[config.mk]
export PLATFORM = sky130hd
export DESIGN_NAME = call_progress_pwm_control
export DESIGN_NICKNAME = d
export VERILOG_FILES = /design/src/verilog/cp_pwm_pkg.sv /design/src/verilog/call_progress_pwm_control.sv /design/src/verilog/frac_tick.sv
export SDC_FILE = /design/constraint.sdc
export NUM_CORES = 1
export LEC_CHECK = 0
export ABC_AREA = 1
export BUFFER_PORTS_ARGS = -buffer_cell sky130_fd_sc_hd__buf_4
export CORE_MARGIN = 2
export CORE_UTILIZATION = 56
export CTS_CLUSTER_SIZE = 8
export DETAILED_ROUTE_END_ITERATION = 8
export GPL_TIMING_DRIVEN = 0
export PLACE_DENSITY_LB_ADDON = 0.15
export SETUP_SLACK_MARGIN = 0.2
export SYNTH_ARGS = -nofsm -noshare
export SYNTH_HDL_FRONTEND = slang
export SYNTH_SLANG_ARGS = --single-unit
export TNS_END_PERCENT = 1
[constraint.sdc]
create_clock -name clk_in -period 2.4 [get_ports clk_in]
set_clock_uncertainty 0.05 [all_clocks]
set_input_delay 0 -clock clk_in [delete_from_list [all_inputs] [get_ports clk_in]]
set_output_delay 0 -clock clk_in [all_outputs]
set_load 0.02 [all_outputs]
[src/verilog/cp_pwm_pkg.sv]
/*
  Shared constants and types for the call progress modulator control block.
  Assumes a 25 MHz system clock and 16-bit signed audio samples on that clock.
*/
`default_nettype none
package cp_pwm_pkg;
  // Register index as printed; byte address is four times the index
  localparam logic [7:0] CTRL1_IDX = 8'h01;
  localparam logic [7:0] CTRL1_ADDR = 8'h04;
  localparam logic [7:0] CTRL1_RESET = 8'h00;
  localparam logic [7:0] CTRL1_RSV_MASK = 8'h45;
  // Field positions
  localparam int SR_BIT = 7;
  localparam int SEL_LSB = 4;
  localparam int EN_BIT = 3;
  localparam int LB_BIT = 1;
  // Rates in kHz as printed, and the system clock rate
  localparam int SYS_KHZ = 25000;
  localparam int DS_KHZ = 16384;
  localparam int SAMPLE_KHZ = 16;
  localparam int FINE_STEPS = 512;
  localparam int FINE_KHZ = SAMPLE_KHZ * FINE_STEPS;
  localparam logic [15:0] SYS_MOD = 16'(SYS_KHZ);
  localparam logic [15:0] DS_INC = 16'(DS_KHZ);
  localparam logic [15:0] FINE_INC = 16'(FINE_KHZ);
  localparam logic [8:0] POS_MID = 9'h100;
  localparam logic [8:0] POS_LAST = 9'h1FF;
  localparam logic [7:0] HALF_LAST = 8'hFF;

  typedef enum logic [1:0] {
    MOD_DELTA_SIGMA = 2'b00,
    MOD_CENTRED_PWM = 2'b01,
    MOD_TRAILING_PWM = 2'b10,
    MOD_RESERVED = 2'b11
  } mod_sel_t;

  typedef struct packed {
    logic soft_reset;
    logic rsv6;
    mod_sel_t sel;
    logic en;
    logic rsv2;
    logic lb;
    logic rsv0;
  } ctrl_one_t;
endpackage
`default_nettype wire

[src/verilog/call_progress_pwm_control.sv]
/*
  Control register one and the call progress output modulator it configures.
  Assumes an Avalon-MM master on clk_in and audio samples from logic on clk_in.
*/
// Register access over Avalon-MM was decided locally.
`timescale 1ns/1ps
`default_nettype none
module call_progress_pwm_control
  import cp_pwm_pkg::*;
(
  input wire logic clk_in,
  input wire logic reset_n_in,
  input wire logic [7:0] avs_address_in,
  input wire logic avs_read_in,
  input wire logic avs_write_in,
  input wire logic [31:0] avs_writedata_in,
  input wire logic [3:0] avs_byteenable_in,
  output logic [31:0] avs_readdata_out,
  output logic avs_waitrequest_out,
  input wire logic signed [15:0] tx_sample_in,
  input wire logic signed [15:0] rx_sample_in,
  input wire logic signed [15:0] barrier_rx_in,
  input wire logic irq_pin_select_in,
  input wire logic irq_level_in,
  output logic signed [15:0] rx_audio_out,
  output logic barrier_loopback_enable_out,
  output logic soft_reset_pulse_out,
  output logic shared_monitor_irq_pin_out
);
  ctrl_one_t ctrl_reg;
  logic ack_reg;
  logic [31:0] readdata_reg;
  logic ds_tick;
  logic fine_tick;
  logic [16:0] ds_acc_reg;
  logic [8:0] pos_reg;
  logic [7:0] duty16_reg;
  logic [7:0] duty32_reg;
  logic call_progress_output_reg;
  logic pin_reg;
  logic signed [15:0] rx_audio_reg;

  // Bus decode; every request is answered on its second cycle
  wire req = avs_read_in | avs_write_in;
  wire hit = avs_address_in == CTRL1_ADDR;
  wire write_fire = avs_write_in & ack_reg & hit & avs_byteenable_in[0];
  wire sr_write = write_fire & avs_writedata_in[SR_BIT];
  wire [7:0] ctrl_rd = 8'(ctrl_reg) & ~CTRL1_RSV_MASK & ~(8'h80);
  assign avs_waitrequest_out = req & ~ack_reg;
  assign avs_readdata_out = readdata_reg;

  // Bus handshake and read data capture in the first cycle of a request
  always_ff @(posedge clk_in or negedge reset_n_in) begin
    if (!reset_n_in) begin
      ack_reg <= 1'b0;
      readdata_reg <= 32'h0000_0000;
    end else begin
      ack_reg <= req & ~ack_reg;
      if (avs_read_in & ~ack_reg) begin
        readdata_reg <= hit ? {24'h00_0000, ctrl_rd} : 32'h0000_0000;
      end
    end
  end

  // Control register; a soft reset write wins over the other fields
  always_ff @(posedge clk_in or negedge reset_n_in) begin
    if (!reset_n_in) begin
      ctrl_reg <= ctrl_one_t'(CTRL1_RESET);
      soft_reset_pulse_out <= 1'b0;
    end else if (sr_write) begin
      ctrl_reg <= ctrl_one_t'(CTRL1_RESET);
      soft_reset_pulse_out <= 1'b1;
    end else begin
      soft_reset_pulse_out <= 1'b0;
      if (write_fire) begin
        ctrl_reg <= ctrl_one_t'(avs_writedata_in[7:0] & ~CTRL1_RSV_MASK & ~(8'h80));
      end
    end
  end

  // Rate enables; the dividers, accumulator, position counter and duty latches restart with a soft reset
  frac_tick #(.INC(DS_INC), .MOD(SYS_MOD)) u_ds_tick (
    .clk_in(clk_in),
    .reset_n_in(reset_n_in),
    .clear_in(soft_reset_pulse_out),
    .tick_out(ds_tick)
  );
  frac_tick #(.INC(FINE_INC), .MOD(SYS_MOD)) u_fine_tick (
    .clk_in(clk_in),
    .reset_n_in(reset_n_in),
    .clear_in(soft_reset_pulse_out),
    .tick_out(fine_tick)
  );

  // Summed audio, saturated, then offset binary so zero sits at mid-scale
  wire signed [16:0] sum_wide = 17'(tx_sample_in) + 17'(rx_sample_in);
  wire sat_hi = (sum_wide[16:15] == 2'b01);
  wire sat_lo = (sum_wide[16:15] == 2'b10);
  wire [15:0] sum_sat = sat_hi ? 16'h7FFF : (sat_lo ? 16'h8000 : sum_wide[15:0]);
  wire [15:0] level_u = {~sum_sat[15], sum_sat[14:0]};
  wire [7:0] duty_now = level_u[15:8];

  // Period markers; 512 fine steps per 16 kHz period, 256 per 32 kHz period
  wire start16 = fine_tick & (pos_reg == POS_LAST);
  wire start32 = fine_tick & (pos_reg[7:0] == HALF_LAST);
  wire [8:0] win_lo = POS_MID - {1'b0, duty16_reg};
  wire [8:0] win_hi = POS_MID + {1'b0, duty16_reg};
  wire ds_bit = ds_acc_reg[16];
  wire pwm_centred = (pos_reg >= win_lo) && (pos_reg < win_hi);
  wire pwm_trailing = pos_reg[7:0] > duty32_reg;
  wire mod_bit = (ctrl_reg.sel == MOD_DELTA_SIGMA) ? ds_bit :
                 (ctrl_reg.sel == MOD_CENTRED_PWM) ? pwm_centred :
                 (ctrl_reg.sel == MOD_TRAILING_PWM) ? pwm_trailing : 1'b0;
  wire call_progress_output_next = ctrl_reg.en & mod_bit;

  // First-order delta-sigma: the carry out is the stream bit
  always_ff @(posedge clk_in or negedge reset_n_in) begin
    if (!reset_n_in) begin
      ds_acc_reg <= 17'h0_0000;
    end else if (soft_reset_pulse_out) begin
      ds_acc_reg <= 17'h0_0000;
    end else if (ds_tick) begin
      ds_acc_reg <= {1'b0, ds_acc_reg[15:0]} + {1'b0, level_u};
    end
  end

  // Fine position counter and duty latches taken at each period start
  always_ff @(posedge clk_in or negedge reset_n_in) begin
    if (!reset_n_in) begin
      pos_reg <= 9'h000;
      duty16_reg <= 8'h00;
      duty32_reg <= 8'h00;
    end else if (soft_reset_pulse_out) begin
      pos_reg <= 9'h000;
      duty16_reg <= 8'h00;
      duty32_reg <= 8'h00;
    end else if (fine_tick) begin
      pos_reg <= pos_reg + 9'h001;
      if (start16) begin
        duty16_reg <= duty_now;
      end
      if (start32) begin
        duty32_reg <= duty_now;
      end
    end
  end

  // Output stage: shared pin carries audio only in monitor mode
  always_ff @(posedge clk_in or negedge reset_n_in) begin
    if (!reset_n_in) begin
      call_progress_output_reg <= 1'b0;
      pin_reg <= 1'b0;
    end else begin
      call_progress_output_reg <= call_progress_output_next;
      pin_reg <= irq_pin_select_in ? irq_level_in : call_progress_output_reg;
    end
  end
  assign shared_monitor_irq_pin_out = pin_reg;

  // Loopback returns transmit audio on the receive path; the host must
  // have the line side off-hook first, which this block cannot check
  always_ff @(posedge clk_in or negedge reset_n_in) begin
    if (!reset_n_in) begin
      rx_audio_reg <= 16'sh0000;
    end else begin
      rx_audio_reg <= ctrl_reg.lb ? tx_sample_in : barrier_rx_in;
    end
  end
  assign rx_audio_out = rx_audio_reg;
  assign barrier_loopback_enable_out = ctrl_reg.lb;
endmodule
`default_nettype wire

[src/verilog/frac_tick.sv]
/*
  Fractional rate divider: emits a one-cycle enable at INC/MOD of the clock rate.
  Assumes INC is below MOD and both fit in 16 bits with their sum.
*/
`timescale 1ns/1ps
`default_nettype none
module frac_tick #(
  parameter logic [15:0] INC = 16'h0001,
  parameter logic [15:0] MOD = 16'h0002
) (
  input wire logic clk_in,
  input wire logic reset_n_in,
  input wire logic clear_in,
  output logic tick_out
);
  logic [15:0] acc_reg;
  wire [15:0] sum = acc_reg + INC;
  wire wrap = sum >= MOD;

  // Phase accumulator; average rate is exact, jitter is one clock
  always_ff @(posedge clk_in or negedge reset_n_in) begin
    if (!reset_n_in) begin
      acc_reg <= 16'h0000;
      tick_out <= 1'b0;
    end else if (clear_in) begin
      acc_reg <= 16'h0000;
      tick_out <= 1'b0;
    end else begin
      acc_reg <= wrap ? sum - MOD : sum;
      tick_out <= wrap;
    end
  end
endmodule
`default_nettype wire
==> impl_results.md <==
* Area added between synthesis and finish at 37.09%
* Worst-path maximum fanout at 6
* Detail Route Antenna Nets at 0
* Avg Cell Area, Syn at roughly 7.4 µm²
* Vias per cell at around 5.4
* CP endpoint kind: register
* Unique masters post-synth at 45
* Share of the synthesized area in the top cell type at between 30% and 40%
* TritonCTS Buffers at 9
* Max reg flops at 17
* DR DRC count at 0
* Met3 Use GR at under 10%
* Layout cells sized above 1 at between 20 and 25%
* Peak Freq at between 300 and 400 MHz
* Synth Flop Type: dfrtp_1
* CP Data Required Time at 2.60 ns
* GRT Util Overall at between 20% and 30%
* Setup repair after global routing missed its margin: yes
* Row cnt at 40
* Final number of max-transition violations at 0
* Synth cell count leaders: 290 x nand2_1, 111 x inv_1, 98 x dfrtp_1, 67 x ha_1, 62 x a21oi_1
* Mapped cell area at slightly above 0.007 mm²
* Overflow after GRT at 0
* Skew-Pair Late Insertion Delay at approximately 0.36 ns
* Gpl congestion at 0.9199
* Crit path time final at between 2 and 3 ns
* First-pass GRT wire length at around 32 mm
* Max Root-Sink Buffers at 2
* Met2 Use GR at 53.84%
* CTS root buffer: clkbuf_16
* Vias in the first global route at around 7000
* DIE WIDTH at 116.2 µm
* CTS tree: yes
* Initial antenna violation count at 0
* Most frequent cell after synthesis: nand2_1
* Relative slew slack at between 50 and 60%
* Place WS at -0.7790 ns
* Leakage at ~0.005 µW
* Die area at roughly 0.014 mm²
* CTS H-tree lvls at 3
* GRT Max-Usage Layer: met2
* Setup WS post-layout at -0.3096 ns
* IO buf count at a little over 90
* N_diodes at 0
* I/O Pins at 150
* Synth top area cells: dfrtp_1 35%, nand2_1 15%, ha_1 12%
* Failing checks: setup timing
* Ys async rst share at 100.0%
* Placed Instance Area at 0.008142 mm²
* Fin area at between 0.009 and 0.01 mm²
* Startpoint Class: input port
* Fillers at 795
* Die Y at 116.2 µm
* Status: finished, violations left
* Flops & latches, synth at a little under 100
* Total Power at about 9900 µW
* Pin count of the biggest net entering global routing at between 90 and 100
* Sequential share of the synthesized area at between 30% and 40%
* Setup_tns at -2.452 ns
* Via count at 7259
* # nets final at 1329
* DR WL/cell at roughly 16 µm
* Synth Instances at 959
* DRT Wirelength at 21.16 mm
* Crit share post-route at 112.9%
* Final number of hold-violating endpoints at 0
* Max VDD drop at roughly 830 µV
* M1 GR Usage at between 30% and 40%
* Multi-input logic area at 0.004572 mm²
* CTS clk-pin slew, worst paths at approximately 0.08 ns
* CP arrival at roughly 2.9 ns
* Sequential Area at between 0.002 and 0.0025 mm²
* Max-cap viol count at 0
* Initial DRC Count at between 600 and 700
* Post-DP HPWL at 12.44 mm
* Final setup fails at 13
* Worst Hold Class: input port to register
* Yosys Warn Count at 0
* Placeable Area at 0.01216 mm²
* Power Density at 1026 mW/mm²
* Clock Sinks at 98
* Starting density of the core at approximately 58%
* Pre-antenna DRT Iters at 6
* Slew @ Worst Pin at about 0.62 ns
* Cell accounting for the most synthesized area: dfrtp_1
* EDFF count, synth at 0
* Setup CP Type: input port to register
per-layer routing:
| layer | share of wire (%) | wire (µm) | vias to the layer above |
|---|---|---|---|
| li1 | - | - | 3465 |
| met1 | 39 | 8272 | 3354 |
| met2 | 50 | 10570 | 327 |
| met3 | 5.8 | 1218 | 113 |
| met4 | 5.2 | 1100 | 0 |
| met5 | 0 | 0 | - |
report_power, final:
group | leakage (µW) | switching (µW) | total [µW] | internal, µW
Sequential | 0.00110 | 488 | 2680 | 2190
Combinational | 0.00383 | 3320 | 5720 | 2400
Clock | 0.000144 | 706 | 1520 | 819
Total | 0.00507 | 4510 | 9920 | 5400
placed cells by master (no fill, tap or decap), types with 10 or more instances in the layout:
| cell | synthesis | layout |
|---|---|---|
| dlygate4sd3_1 | 0 | 45 |
| dfrtp_1 | 98 | 97 |
| ha_1 | 67 | 42 |
| xor2_1 | 18 | 18 |
| nor2_1 | 60 | 57 |
| xnor2_1 | 11 | 11 |
| ha_4 | 0 | 22 |
| nand3_1 | 57 | 52 |
| nand2_1 | 290 | 263 |
| nand4_1 | 13 | 13 |
| a21oi_1 | 62 | 52 |
| o21ai_1 | 2 | 14 |
| nand2_2 | 7 | 25 |
| inv_1 | 111 | 105 |
| a21oi_2 | 3 | 11 |
| nor3_1 | 14 | 10 |
| conb_1 | 1 | 28 |
| o21ai_0 | 49 | 35 |
| buf_4 | 28 | 139 |
worst paths after layout:
check                                       from                       end  slack [ns]  depth (start not counted)
worst max-delay path            tx_sample_in[10]             ds_acc_reg[9]       -0.31                         21
worst min-delay path                 avs_read_in                   ack_reg        0.04                          3
worst max register to register     duty16_reg[1]  call_progress_output_reg        0.03                         15
worst min register to register     duty32_reg[5]             duty32_reg[5]        0.43                          2
max in group asynchronous             reset_n_in                pos_reg[1]        1.44                          3
min in group asynchronous             reset_n_in       avs_readdata_out[5]        0.14                          2
per-stage QoR:
step,hold slack (ns),instances,utilization (%)
4_1_cts,0.02328,1325,76.65
6_report,0.03972,1335,79.51
3_3_place_gp,0.1429,1245,66.94
2_1_floorplan,-0.3456,986,-
5_1_grt,0.09534,1335,79.51
3_5_place_dp,0.1467,1245,66.94
critical path: stages:
cell     delay [ns]
buf_4          0.12
ha_4           0.27
a21oi_4        0.23
nand2_1        0.11
a21oi_2        0.20
nand2_1        0.09
nand2_2        0.12
nand2_4        0.10
nand2_8        0.12
inv_6          0.05
o21ai_1        0.25
ha_1           0.33
nand2_1        0.08
nand2_1        0.05
inv_1          0.09
nor2_1         0.06
nor2_1         0.08
o21ai_1        0.07
or2_2          0.29
nand3_1        0.11
nand2_1        0.06
layout make-up:
class / instances / share of cell area (%)
Clock buffer: 9 / 2.329
Tap cell: 168 / 2.174
Multi-Input combinational cell: 730 / 47.28
Sequential cell: 98 / 25.38
Timing Repair Buffer: 164 / 14.47
Inverter: 118 / 4.684
Buffer: 41 / 2.873
Clock inverter: 7 / 0.8152
kinds of logic (layout without fill, tap and decap cells):
| logic type | after synthesis | after routing | synth area share, % |
|---|---|---|---|
| AO/OA/AOI/OAI | 139 | 139 | 10.86 |
| XOR/XNOR | 29 | 29 | 3.601 |
| adder cells (fa/ha/maj) | 69 | 69 | 12.45 |
| buffers and inverters | 159 | 339 | 10.20 |
| flip-flops | 98 | 98 | 34.77 |
| multiplexers | 1 | 1 | 0.1596 |
| other | 1 | 28 | 0.05317 |
| AND/OR/NAND/NOR | 463 | 464 | 27.91 |
what timing repair did:
item,CTS,global route
hold buffers,49,0
buffers inserted,13,9
gates resized for setup,60,62
pin swaps,31,24
endpoints found under the hold margin,125,0
cloned,2,0
setup endpoints to repair,23,43
No activity file was read; power rests on OpenSTA's default activity.
